--- src/verilog/jtap_defines.svh ---
`ifndef JTAP_DEFINES_SVH
`define JTAP_DEFINES_SVH

`define JTAP_IR_W          4
`define JTAP_IR_EXTEST     4'h0
`define JTAP_IR_SAMPLE     4'h1
`define JTAP_IR_IDCODE     4'h2
`define JTAP_IR_HIGHZ      4'h3
`define JTAP_IR_BYPASS     4'hF
`define JTAP_IR_CAPTURE    4'h1
`define JTAP_RESET_ONES    5
`define JTAP_ID_VER_LSB    28
`define JTAP_ID_PART_LSB   12
`define JTAP_ID_MFG_LSB    1
`define JTAP_ID_W          32

`endif

--- src/verilog/jtap_pkg.sv ---
package jtap_pkg;
   typedef enum logic [3:0] {
      JTAP_TLR, JTAP_RTI, JTAP_SEL_DR, JTAP_CAP_DR, JTAP_SHF_DR, JTAP_EX1_DR,
      JTAP_PAU_DR, JTAP_EX2_DR, JTAP_UPD_DR, JTAP_SEL_IR, JTAP_CAP_IR,
      JTAP_SHF_IR, JTAP_EX1_IR, JTAP_PAU_IR, JTAP_EX2_IR, JTAP_UPD_IR
   } jtap_state_t;

   typedef struct packed {
      logic tck;
      logic tms;
      logic tdi;
      logic trst_n;
   } jtap_pins_t;
endpackage

--- src/verilog/jtap_fsm.sv ---
`timescale 1ns/1ps
`include "jtap_defines.svh"

module jtap_fsm
   import jtap_pkg::*;
(
   input  wire logic        i_ref_clk,
   input  wire logic        i_rst_n,
   input  wire logic        i_tck_rise,
   input  wire logic        i_tms,
   input  wire logic        i_trst_n,
   output jtap_state_t      o_state
);
   typedef struct packed {
      jtap_state_t st;
   } jtap_fsm_q_t;

   jtap_fsm_q_t q_q;
   jtap_fsm_q_t q_d;

   function automatic jtap_state_t jtap_next(input jtap_state_t s, input logic tms);
      case (s)
         JTAP_TLR:    jtap_next = tms ? JTAP_TLR    : JTAP_RTI;
         JTAP_RTI:    jtap_next = tms ? JTAP_SEL_DR : JTAP_RTI;
         JTAP_SEL_DR: jtap_next = tms ? JTAP_SEL_IR : JTAP_CAP_DR;
         JTAP_CAP_DR: jtap_next = tms ? JTAP_EX1_DR : JTAP_SHF_DR;
         JTAP_SHF_DR: jtap_next = tms ? JTAP_EX1_DR : JTAP_SHF_DR;
         JTAP_EX1_DR: jtap_next = tms ? JTAP_UPD_DR : JTAP_PAU_DR;
         JTAP_PAU_DR: jtap_next = tms ? JTAP_EX2_DR : JTAP_PAU_DR;
         JTAP_EX2_DR: jtap_next = tms ? JTAP_UPD_DR : JTAP_SHF_DR;
         JTAP_UPD_DR: jtap_next = tms ? JTAP_SEL_DR : JTAP_RTI;
         JTAP_SEL_IR: jtap_next = tms ? JTAP_TLR    : JTAP_CAP_IR;
         JTAP_CAP_IR: jtap_next = tms ? JTAP_EX1_IR : JTAP_SHF_IR;
         JTAP_SHF_IR: jtap_next = tms ? JTAP_EX1_IR : JTAP_SHF_IR;
         JTAP_EX1_IR: jtap_next = tms ? JTAP_UPD_IR : JTAP_PAU_IR;
         JTAP_PAU_IR: jtap_next = tms ? JTAP_EX2_IR : JTAP_PAU_IR;
         JTAP_EX2_IR: jtap_next = tms ? JTAP_UPD_IR : JTAP_SHF_IR;
         JTAP_UPD_IR: jtap_next = tms ? JTAP_SEL_DR : JTAP_RTI;
         default:     jtap_next = JTAP_TLR;
      endcase
   endfunction

   always_comb begin
      q_d = q_q;
      if (!i_trst_n) begin
         q_d.st = JTAP_TLR;
      end else if (i_tck_rise) begin
         q_d.st = jtap_next(q_q.st, i_tms);
      end
   end

   // state resets to JTAP_TLR on i_rst_n at power-up as well as on the tap's own test reset i_trst_n
   always_ff @(posedge i_ref_clk) begin
      if (!i_rst_n) begin
         q_q.st <= JTAP_TLR;
      end else begin
         q_q <= q_d;
      end
   end

   assign o_state = q_q.st;

   exit_upd_a: assert property (@(posedge i_ref_clk) disable iff (!i_rst_n || !i_trst_n)
      (i_tck_rise && i_tms && (q_q.st == JTAP_EX1_DR || q_q.st == JTAP_EX2_DR))
      |=> (q_q.st == JTAP_UPD_DR))
      else $error("exit-dr with tms high did not reach update-dr");

   hold_no_edge_a: assert property (@(posedge i_ref_clk) disable iff (!i_rst_n)
      (!i_tck_rise && i_trst_n) |=> $stable(q_q.st))
      else $error("tap state changed without a test clock rise");
endmodule

--- src/verilog/jtap_tap.sv ---
`timescale 1ns/1ps
`include "jtap_defines.svh"

// Summary of operation
// five tms-high clock rises reach reset state
// no self reset at power-up; here i_rst_n puts the fsm in JTAP_TLR
// tester resets tap after power-up
// tap reset precedes fifo activity
// test control overrides fifo operation
// state changes on tck rise, tms chooses
// capture-dr loads selected register in parallel
// shift-dr lsb first, tdi rise, tdo fall
// update-dr latches shifted data to outputs
// exit-dr with tms high goes update-dr
// pause-dr holds all selected registers
// ir states mirror dr states on ir
// ir takes tdi on each shift rise
// new instruction active only at update-ir
// four-bit ir, lsb nearest tdo
// decode extest sample idcode highz bypass
// bypass loads zero at capture-dr
// fixed 32-bit id with lsb one
// highz instruction floats all outputs
// tdo driven only in shift states
module jtap_tap
   import jtap_pkg::*;
#(
   parameter int                 BSR_W   = 8,
   parameter logic [3:0]         ID_VER  = 4'h0,
   parameter logic [15:0]        ID_PART = 16'h0001, // arbitrary value
   parameter logic [10:0]        ID_MFG  = 11'h001   // arbitrary value
)(
   input  wire logic             i_ref_clk,
   input  wire logic             i_rst_n,
   input  wire logic             i_tck,
   input  wire logic             i_tms,
   input  wire logic             i_tdi,
   input  wire logic             i_trst_n,
   input  wire logic [BSR_W-1:0] i_pins,
   output logic                  o_tdo,
   output logic                  o_tdo_oe,
   output logic [BSR_W-1:0]      o_bsr_out,
   output logic                  o_test_mode,
   output logic                  o_pins_hiz,
   output logic                  o_tap_reset_done
);
   // elaboration stops here for a chain length the shift logic cannot serve
   if (BSR_W < 1 || BSR_W > 256) begin : g_bad_bsr_w
      $error("jtap_tap: bad BSR_W");
   end

   // ****************************************************
   // state
   // ****************************************************
   typedef struct packed {
      jtap_pins_t       s1;
      jtap_pins_t       s2;
      logic             tck_last;
      logic [3:0]       ir_sh;
      logic [3:0]       ir;
      logic             byp;
      logic [31:0]      id_sh;
      logic [BSR_W-1:0] bsr_sh;
      logic [BSR_W-1:0] bsr_out;
      logic             tdo;
      logic             tdo_oe;
      logic             test_mode;
      logic             hiz;
      logic             rst_done;
      logic [BSR_W-1:0] p1;
      logic [BSR_W-1:0] p2;
      logic [2:0]       tms_ones;
   } jtap_tap_q_t;

   jtap_tap_q_t q_q;
   jtap_tap_q_t q_d;
   jtap_state_t st;

   localparam logic [31:0] ID_VAL = {ID_VER, ID_PART, ID_MFG, 1'b1};

   wire tck_rise = q_q.s2.tck & ~q_q.tck_last;
   wire tck_fall = ~q_q.s2.tck & q_q.tck_last;

   jtap_fsm u_fsm (
      .i_ref_clk  (i_ref_clk),
      .i_rst_n    (i_rst_n),
      .i_tck_rise (tck_rise),
      .i_tms      (q_q.s2.tms),
      .i_trst_n   (q_q.s2.trst_n),
      .o_state    (st)
   );

   function automatic logic is_bsr(input logic [3:0] ir);
      is_bsr = (ir == `JTAP_IR_EXTEST) || (ir == `JTAP_IR_SAMPLE);
   endfunction

   // ****************************************************
   // datapath
   // ****************************************************
   always_comb begin
      q_d = q_q;
      q_d.s1 = '{tck: i_tck, tms: i_tms, tdi: i_tdi, trst_n: i_trst_n};
      q_d.s2 = q_q.s1;
      q_d.tck_last = q_q.s2.tck;
      // parallel pins come from another domain, so they get two stages as well
      q_d.p1 = i_pins;
      q_d.p2 = q_q.p1;
      // run of tms-high rises, saturating; only the reset check reads it
      if (tck_rise) begin
         if (!q_q.s2.tms) begin
            q_d.tms_ones = 3'h0;
         end else if (q_q.tms_ones != 3'(`JTAP_RESET_ONES - 1)) begin
            q_d.tms_ones = q_q.tms_ones + 3'h1;
         end
      end
      if (st == JTAP_TLR) begin
         q_d.ir = `JTAP_IR_IDCODE;
         q_d.rst_done = 1'b1;
      end
      if (tck_rise) begin
         case (st)
            JTAP_CAP_DR: begin
               if (is_bsr(q_q.ir)) q_d.bsr_sh = q_q.p2;
               else if (q_q.ir == `JTAP_IR_IDCODE) q_d.id_sh = ID_VAL;
               else q_d.byp = 1'b0;
            end
            JTAP_SHF_DR: begin
               if (is_bsr(q_q.ir)) begin
                  q_d.bsr_sh = BSR_W'({q_q.s2.tdi, q_q.bsr_sh} >> 1);
               end else if (q_q.ir == `JTAP_IR_IDCODE) begin
                  q_d.id_sh = {q_q.s2.tdi, q_q.id_sh[31:1]};
               end else begin
                  q_d.byp = q_q.s2.tdi;
               end
            end
            JTAP_UPD_DR: if (is_bsr(q_q.ir)) q_d.bsr_out = q_q.bsr_sh;
            JTAP_CAP_IR: q_d.ir_sh = `JTAP_IR_CAPTURE;
            JTAP_SHF_IR: q_d.ir_sh = {q_q.s2.tdi, q_q.ir_sh[3:1]};
            JTAP_UPD_IR: q_d.ir = q_q.ir_sh;
            default: ; // pause and exit states hold every register
         endcase
      end
      if (tck_fall) begin
         q_d.tdo_oe = (st == JTAP_SHF_DR) || (st == JTAP_SHF_IR);
         if (st == JTAP_SHF_IR) q_d.tdo = q_q.ir_sh[0];
         else if (is_bsr(q_q.ir)) q_d.tdo = q_q.bsr_sh[0];
         else if (q_q.ir == `JTAP_IR_IDCODE) q_d.tdo = q_q.id_sh[0];
         else q_d.tdo = q_q.byp;
      end
      // extest drives pins from the scan latch, which overrides fifo logic
      q_d.test_mode = (q_q.ir == `JTAP_IR_EXTEST);
      q_d.hiz = (q_q.ir == `JTAP_IR_HIGHZ);
      if (!q_q.s2.trst_n) begin
         q_d.ir = `JTAP_IR_IDCODE;
         q_d.rst_done = 1'b1;
      end
   end

   // power-up reset loads idcode into the ir and clears the done flag; tap reset loads idcode and sets the flag
   always_ff @(posedge i_ref_clk) begin
      if (!i_rst_n) begin
         q_q <= '0;
         q_q.s1.trst_n <= 1'b1;
         q_q.s2.trst_n <= 1'b1;
         q_q.ir <= `JTAP_IR_IDCODE;
      end else begin
         q_q <= q_d;
      end
   end

   assign o_tdo            = q_q.tdo;
   assign o_tdo_oe         = q_q.tdo_oe;
   assign o_bsr_out        = q_q.bsr_out;
   assign o_test_mode      = q_q.test_mode;
   assign o_pins_hiz       = q_q.hiz;
   assign o_tap_reset_done = q_q.rst_done;

   // ****************************************************
   // checks
   // ****************************************************
   tdo_shift_a: assert property (@(posedge i_ref_clk) disable iff (!i_rst_n)
      (tck_fall && st != JTAP_SHF_DR && st != JTAP_SHF_IR) |=> !o_tdo_oe)
      else $error("tdo enabled outside shift");

   byp_zero_a: assert property (@(posedge i_ref_clk) disable iff (!i_rst_n)
      (tck_rise && st == JTAP_CAP_DR && q_q.ir == `JTAP_IR_BYPASS) |=> !q_q.byp)
      else $error("bypass not zeroed at capture");

   id_load_a: assert property (@(posedge i_ref_clk) disable iff (!i_rst_n)
      (tck_rise && st == JTAP_CAP_DR && q_q.ir == `JTAP_IR_IDCODE) |=> q_q.id_sh == ID_VAL)
      else $error("id value not captured");

   ir_hold_a: assert property (@(posedge i_ref_clk) disable iff (!i_rst_n)
      (st != JTAP_UPD_IR && st != JTAP_TLR && q_q.s2.trst_n) |=> $stable(q_q.ir))
      else $error("instruction changed outside update-ir");

   pause_hold_a: assert property (@(posedge i_ref_clk) disable iff (!i_rst_n)
      (st == JTAP_PAU_DR) |=> $stable(q_q.bsr_sh) && $stable(q_q.id_sh))
      else $error("data register moved in pause-dr");

   hiz_dec_a: assert property (@(posedge i_ref_clk) disable iff (!i_rst_n)
      (q_q.ir == `JTAP_IR_HIGHZ) |=> o_pins_hiz)
      else $error("highz instruction did not float pins");

   upd_latch_a: assert property (@(posedge i_ref_clk) disable iff (!i_rst_n)
      (tck_rise && st == JTAP_UPD_DR && is_bsr(q_q.ir)) |=> o_bsr_out == $past(q_q.bsr_sh))
      else $error("update-dr did not latch scan data");

   ir_shift_a: assert property (@(posedge i_ref_clk) disable iff (!i_rst_n)
      (tck_rise && st == JTAP_SHF_IR) |=> q_q.ir_sh[3] == $past(q_q.s2.tdi))
      else $error("ir did not take tdi");

   tms_reset_a: assert property (@(posedge i_ref_clk) disable iff (!i_rst_n)
      (tck_rise && q_q.s2.tms && q_q.tms_ones == 3'(`JTAP_RESET_ONES - 1))
      |=> (st == JTAP_TLR))
      else $error("five tms-high rises did not reach reset state");

   tlr_ir_a: assert property (@(posedge i_ref_clk) disable iff (!i_rst_n)
      ((st == JTAP_TLR) || !q_q.s2.trst_n)
      |=> (q_q.ir == `JTAP_IR_IDCODE) && o_tap_reset_done)
      else $error("tap reset did not select the id register");

   ir_upd_a: assert property (@(posedge i_ref_clk) disable iff (!i_rst_n)
      (tck_rise && st == JTAP_UPD_IR && q_q.s2.trst_n)
      |=> (q_q.ir == $past(q_q.ir_sh)))
      else $error("update-ir did not load the instruction");

   ir_cap_a: assert property (@(posedge i_ref_clk) disable iff (!i_rst_n)
      (tck_rise && st == JTAP_CAP_IR)
      |=> (q_q.ir_sh == `JTAP_IR_CAPTURE))
      else $error("capture-ir did not load the fixed pattern");

   ir_pause_a: assert property (@(posedge i_ref_clk) disable iff (!i_rst_n)
      (st == JTAP_PAU_IR || st == JTAP_EX1_IR || st == JTAP_EX2_IR)
      |=> $stable(q_q.ir_sh))
      else $error("ir shift stage moved in pause or exit");

   cap_pins_a: assert property (@(posedge i_ref_clk) disable iff (!i_rst_n)
      (tck_rise && st == JTAP_CAP_DR && is_bsr(q_q.ir))
      |=> (q_q.bsr_sh == $past(q_q.p2)))
      else $error("capture-dr did not load the pins");

   bsr_shift_a: assert property (@(posedge i_ref_clk) disable iff (!i_rst_n)
      (tck_rise && st == JTAP_SHF_DR && is_bsr(q_q.ir))
      |=> (q_q.bsr_sh[BSR_W-1] == $past(q_q.s2.tdi)))
      else $error("scan chain did not take tdi");

   id_shift_a: assert property (@(posedge i_ref_clk) disable iff (!i_rst_n)
      (tck_rise && st == JTAP_SHF_DR && q_q.ir == `JTAP_IR_IDCODE)
      |=> (q_q.id_sh[31] == $past(q_q.s2.tdi)))
      else $error("id register did not take tdi");

   byp_shift_a: assert property (@(posedge i_ref_clk) disable iff (!i_rst_n)
      (tck_rise && st == JTAP_SHF_DR && !is_bsr(q_q.ir) && q_q.ir != `JTAP_IR_IDCODE)
      |=> (q_q.byp == $past(q_q.s2.tdi)))
      else $error("bypass stage did not take tdi");

   exit_hold_a: assert property (@(posedge i_ref_clk) disable iff (!i_rst_n)
      (st == JTAP_EX1_DR || st == JTAP_EX2_DR)
      |=> $stable(q_q.bsr_sh) && $stable(q_q.id_sh) && $stable(q_q.byp))
      else $error("data register moved in exit-dr");

   pause_byp_a: assert property (@(posedge i_ref_clk) disable iff (!i_rst_n)
      (st == JTAP_PAU_DR)
      |=> $stable(q_q.byp))
      else $error("bypass stage moved in pause-dr");

   // ****************************************************
   // output checks
   // ****************************************************
   tdo_on_a: assert property (@(posedge i_ref_clk) disable iff (!i_rst_n)
      (tck_fall && (st == JTAP_SHF_DR || st == JTAP_SHF_IR))
      |=> o_tdo_oe)
      else $error("tdo not enabled in shift");

   tdo_ir_a: assert property (@(posedge i_ref_clk) disable iff (!i_rst_n)
      (tck_fall && st == JTAP_SHF_IR)
      |=> (o_tdo == $past(q_q.ir_sh[0])))
      else $error("tdo did not show the ir lsb");

   tdo_dr_a: assert property (@(posedge i_ref_clk) disable iff (!i_rst_n)
      (tck_fall && st == JTAP_SHF_DR && is_bsr(q_q.ir))
      |=> (o_tdo == $past(q_q.bsr_sh[0])))
      else $error("tdo did not show the chain lsb");

   tdo_still_a: assert property (@(posedge i_ref_clk) disable iff (!i_rst_n)
      (!tck_fall)
      |=> $stable(o_tdo) && $stable(o_tdo_oe))
      else $error("tdo changed away from a falling test clock");

   out_hold_a: assert property (@(posedge i_ref_clk) disable iff (!i_rst_n)
      !(tck_rise && st == JTAP_UPD_DR)
      |=> $stable(o_bsr_out))
      else $error("scan latch changed outside update-dr");

   mode_on_a: assert property (@(posedge i_ref_clk) disable iff (!i_rst_n)
      (q_q.ir == `JTAP_IR_EXTEST)
      |=> o_test_mode)
      else $error("extest did not take over the pins");

   mode_off_a: assert property (@(posedge i_ref_clk) disable iff (!i_rst_n)
      (q_q.ir != `JTAP_IR_EXTEST)
      |=> !o_test_mode)
      else $error("test mode without extest");

   hiz_off_a: assert property (@(posedge i_ref_clk) disable iff (!i_rst_n)
      (q_q.ir != `JTAP_IR_HIGHZ)
      |=> !o_pins_hiz)
      else $error("pins floated without the highz instruction");
endmodule

--- config.mk ---
export PLATFORM = sky130hd
export DESIGN_NAME = jtap_tap
export DESIGN_NICKNAME = d
export VERILOG_FILES = /design/src/verilog/jtap_pkg.sv /design/src/verilog/jtap_fsm.sv /design/src/verilog/jtap_tap.sv
export VERILOG_INCLUDE_DIRS = /design/src /design/src/verilog
export SDC_FILE = /design/constraint.sdc
export NUM_CORES = 1
export LEC_CHECK = 0
export ABC_AREA = 0
export BUFFER_PORTS_ARGS = -buffer_cell sky130_fd_sc_hd__buf_2
export CORE_UTILIZATION = 50
export DETAILED_ROUTE_END_ITERATION = 6
export PLACE_DENSITY_LB_ADDON = 0.1
export SYNTH_ARGS = -nofsm -noshare
export SYNTH_HDL_FRONTEND = slang
export SYNTH_SLANG_ARGS = --single-unit
--- constraint.sdc ---
create_clock -name i_ref_clk -period 2.3 [get_ports i_ref_clk]
set_input_delay 0.46 -clock i_ref_clk [delete_from_list [all_inputs] [get_ports i_ref_clk]]
set_output_delay 0.46 -clock i_ref_clk [all_outputs]
set_load 0.02 [all_outputs]
**Yosys cells after proc, flatten, opt, wreduce, memory -nomap -nowiden**

Cells that the tools add are included.

- Memories kept: 0
- Register bits: 91
- Bits in latches: 0
- Word-level logic and storage cells: 102
- Memory bits (read-only): 0
- Output and inout port bits: 13
- Bits in writable memories: 0

- Shift operators: 0
- $mul: 0
- Multiplexer cells: 33
- Eq/ne operators: 27
- Reduce and logical (&&, ||, !) cells: 15
- Bitwise gates (word level): 4
- Order comparisons: 0
- Div/mod/pow operators: 0
- Add/sub/neg operators: 0

Operators by type and width:

| kind | count |
|---|---|
| 41-bit one-hot mux with 2 select lines | 1 |
| 33-bit 2-to-1 mux | 2 |
| 32-bit 2-to-1 mux | 2 |
| 53-bit 2-to-1 mux | 1 |
| 4-bit one-hot mux with 12 select lines | 1 |
| 4-bit equality test (second input constant) | 8 |
| 8-bit 2-to-1 mux | 4 |
| 4-bit 2-to-1 mux | 6 |
| 4-bit by 2-bit equality test with 1-bit output (second input constant) | 4 |
| 4-bit by 3-bit equality test with 1-bit output (second input constant) | 4 |
| 2-bit != test (second input constant) | 8 |
| 6-bit AND reduction | 2 |
| 1-bit 2-to-1 mux | 10 |
| 4-bit by 1-bit equality test with 1-bit output (second input constant) | 2 |
| 4-bit logical NOT | 2 |
| 4-bit one-hot mux with 2 select lines | 1 |
| 2-bit 2-to-1 mux | 3 |
| 3-bit 2-to-1 mux | 2 |
| 2-bit AND reduction | 2 |
| 4-bit AND reduction | 1 |
| 2-bit nonzero test | 2 |
| 2-bit OR reduction | 2 |
| 3-bit AND reduction | 1 |
| 3-bit OR reduction | 1 |
| 4 further kinds | 7 |

**Logic depth before layout (Yosys ltp)**

- Depth in word-level cells: 5
- Gate-level depth with buffers: 7
- Mapped depth without buffers: 4

**Cells and area by module**

Synthesis repeated with hierarchy kept, for this count alone.

- Cell total of the unflattened synthesis: 386
- Area, all modules: 3722.3 µm²

Modules (own cells, without submodules):

| module | cells each | sequential area each (µm²) | area an instance (µm²) | times used |
|---|---|---|---|---|
| jtap_tap | 341 | 1741.7 | 3334.4 | 1 |
| jtap_fsm | 45 | 80.1 | 387.9 | 1 |

**Worst setup path after synthesis**

Ideal clock, no wire load.

- Path kind: reg-to-reg
- From: register q_q[75] (netlist name)
- To: register q_q[56] (netlist name)
- Stages on the path, launching flop included: 7
- Data arrival time: 1.676 ns
- Period minus slack after synthesis: 1.795 ns
- Path slack: 0.505 ns
- Required time: 2.181 ns
- Buffers on the path: 2
- Library setup time: 0.119 ns
- Path through: dfxtp_1 > or4b_1 > a2111o_1 > buf_2 > buf_2 > nand3_1 > o21ai_1

- Longest elaborated chain between the ends: 4
- Elaborated cells between the ends (all ways): 9
- Those cells by class: 6 x eq/ne; 3 x reduce/logical

Ends and longest elaborated chain:

| element | line | source |
|---|---|---|
| start: declaration | jtap_tap.sv:75 | `jtap_tap_q_t q_q;` |
| start signal: assignment | jtap_tap.sv:167 | `q_q <= q_d;` |
| 4-bit by 1-bit equality test with 1-bit output (no line) / 4-bit logical NOT (equally long branches) | -- |  |
| 1-bit logical OR | jtap_tap.sv:94 | `` is_bsr = (ir == `JTAP_IR_EXTEST) \|\| (ir == `JTAP_IR_SAMPLE); `` |
| 2-bit != test (no line) | -- |  |
| 6-bit AND reduction (no line) * | -- |  |

Mark *: on every way between the ends. The rest lies on a longest branch, timed or not.
A chain may end at the register's enable or synchronous reset.

**Worst setup path in the final report**

- From: register u_fsm.o_state[1] (netlist name)
- To: register q_q[53] (netlist name)

- Longest elaborated chain between the ends: 3
- Elaborated cells between the ends (all ways): 9
- Those cells by class: 6 x eq/ne; 1 x mux; 2 x reduce/logical

Ends and longest elaborated chain:

| element | line | source |
|---|---|---|
| 4-bit by 2-bit equality test with 1-bit output / 4-bit by 3-bit equality test with 1-bit output (equally long branches) | jtap_tap.sv:121 | `case (st)` |
| 2-bit != test (no line) / 2-bit nonzero test (equally long branches) | -- |  |
| 6-bit AND reduction (no line) | -- |  |

Several ways; a longest one is shown, not always the timed one.

==> flow_summary.yaml <==
flow_run:
  cap_violations: 0
synthesis:
  yosysTopAreaCell: "dfxtp_1"
  netlist_area_mm2: 0.00361
  synth.distinct_cells: 45
  synth-edff-count: 0
  seq_area_frac_synth: 0.505
  syn_inst: 406
  ys_ff_latch: 91
  ys.flop_type: "dfxtp_1"
  ys.warnings.count: 0
  synth_top_area_share: 0.505
  synth.avg_cell_area_um2: 8.89
  synth_fp_nets: 420
  ys_async_sr_fraction: 0
  yosys-top-cells-area: "dfxtp_1 (50%), nand3_1 (9.1%), and2_1 (4.2%)"
critical_path:
  r2r_start: "u_fsm.o_state[1]"
  crit_fanout: 64
  arrival_ns: 2.23
  max_stage_delay_ns: 0.46
  required_ns: 2.52
  r2r_cells: 5
  crit_chain: "or3b_4, a2111o_1, buf_4, nand3_1, o21ai_0"
  setup.worst_path.start_class: "flop"
  r2r_setup_slack_ns: 0.29
  worstSetupPathType: "flop to flop"
  cp_slowest_cell: "dfxtp_1"
  worst_setup_path_end_kind: "flop"
  r2r_end: "q_q[53]"
cts:
  cts_tree: "yes"
  cts_sinks: 91
  cts_made_buffers: 9
  clkLatencyLatePin_ns: 0.36
  root_buffer: "clkbuf_8"
  cts_resized: 0
  clockBufferDepth: 2
  ctsHoldBuffers: 0
  clk_pin_slew_worst_paths_ns: 0.09
  post_cts_buffers: 0
  htree_levels: 3
hold_path:
  hp-start: "i_trst_n"
  hold_path_depth: 2
  min_to: "q_d[82]"
  hold_class: "primary input to flop"
global_route:
  grt_max_degree: 65
  grt_pass1_wl_um: 10900
  grt_pass1_vias: 2392
  antenna_found_initial: 0
  grt.total_usage: 0.185
  overflow: 0
finish:
  final_cell_mix: "dfxtp_1 (91), nand3_1 (66), nor2_1 (29)"
  fin_cells: 512
  antenna_cells: 0
  layout.cells.most_common: "dfxtp_1"
  area_delta_synth_final_pct: 10.0
  layout-drive-gt1-share: 0.144
  fin_nets: 425
  fin_area_mm2: 0.00397
sta:
  period_share: 0.873
  slew_headroom: 0.525
  worst_slew_pin_slew_ns: 0.712
  tns_ns: 0
  setup_viol: 0
  hold_slack_ns: 0.279
  finalHoldViolations: 0
  drv_slew: 0
  clock.fmax_mhz: 498
  min_period_ns: 2.01
  rsz0062_at_grt: "false"
  fin_skew_ns: 0.00873
floorplan:
  die_w_um: 87.0
  core_mm2: 0.00687
  num_rows: 30
  ios: 27
  initial_core_util: 0.526
  die-area_mm2: 0.00757
  die_h_um: 87.0
detailed_routing:
  wl_met2_um: 2740
  drtIter0Drc: 135
  highest_layer: "met4"
  drc: 0
  drtPass1Iterations: 4
  ant_nets: 0
  wl_met3_um: 246
  wire_per_inst_um: 12.2
  wl_um: 6240
  wl_met1_um: 3140
  viasPerCell: 5.33
  via_count: 2727
pwr:
  static-leakage-power_uw: 0.00146
  total_power_uw: 3030
  p_per_area_mw_per_mm2: 762
  ir_worst_vdd_mv: 0.344
place:
  place_inst: 496
  place_hpwl_um: 3990
  gp_congestion: 0.746
  placed_cell_area_mm2: 0.00372
  port_buffers: 26
run_status:
  outcome: "finished, final reports clean"
through the flow:
stage                     utilization  setup slack [ns]
after detailed placement        0.541             0.294
after CTS                       0.578             0.289
after global routing            0.578             0.150
final                           0.578             0.293
after floorplan                     -             0.505
after global placement          0.541             0.328
cell families (layout without fill, tap and decap cells):
| group | after synthesis | after routing | share of synthesized area |
|---|---|---|---|
| AND/OR/NAND/NOR | 177 | 177 | 0.250 |
| flip-flops | 91 | 91 | 0.505 |
| AO/OA/AOI/OAI | 76 | 76 | 0.139 |
| buffers and inverters | 48 | 58 | 0.0683 |
| multiplexers | 13 | 13 | 0.0360 |
| XOR/XNOR | 1 | 1 | 0.00243 |
flip-flops by register name (all words and copies together), names as in the netlist, 4 cells and up:
register / cells
q_q: 61
o_bsr_out: 8
u_fsm.o_state: 4
q_d: 13
worst max path at each step:
stage                     start       to  slack [ns]  cells after the start
6_report       u_fsm.o_state[1]  q_q[53]        0.29                      5
4_1_cts        u_fsm.o_state[1]  q_q[53]        0.29                      5
3_5_place_dp   u_fsm.o_state[1]  q_q[53]        0.29                      5
5_1_grt        u_fsm.o_state[1]  q_q[52]        0.15                      5
3_3_place_gp   u_fsm.o_state[1]  q_q[46]        0.33                      5
2_1_floorplan           q_q[75]  q_q[56]        0.51                      6
synth_stat cells, types with 2 or more instances:
library cell and instances:
dfxtp_1 91, nand3_1 66, nor2_1 29, nand2_1 26, and2_1 24, clkbuf_1 23
o21ai_1 23, o21ai_0 18, mux2i_1 13, nor2b_1 9, a21oi_1 8, buf_4 8
a311oi_1 7, buf_2 5, inv_1 5, buf_6 4, nor3_1 4, a2111oi_0 3
a211oi_1 3, buf_1 3, nand2b_1 3, or3_1 3, a221oi_1 2, a311oi_2 2
a31oi_1 2, nand4_1 2, o211ai_1 2
worst max-delay path: cells and delay by family (launching register included):
kind	cells	cell delay, ns
simple gates	2	0.61
flops	1	0.46
compound gates	2	0.49
buf+inv	1	0.30
layer usage:
layer,track usage,vias up
met5,0,-
met4,0.0864,0
met3,0.0408,10
met2,0.274,50
met1,0.255,1245
li1,-,1422
where the power goes:
group          switching (µW)  internal, µW
Clock                     564           767
Combinational            55.2          32.7
Sequential               10.1          1600
area by class of cell:
cell class              instances  area [µm²]
fillers                       647        2900
flip-flops and latches         91        1820
multi-input cells             267        1540
repair buffers                 37         213
clock buffers                  10         138
well taps                      96         120
clock inverters                 6         119
inverters                       5        18.8
(Power assumes the default switching activity.)
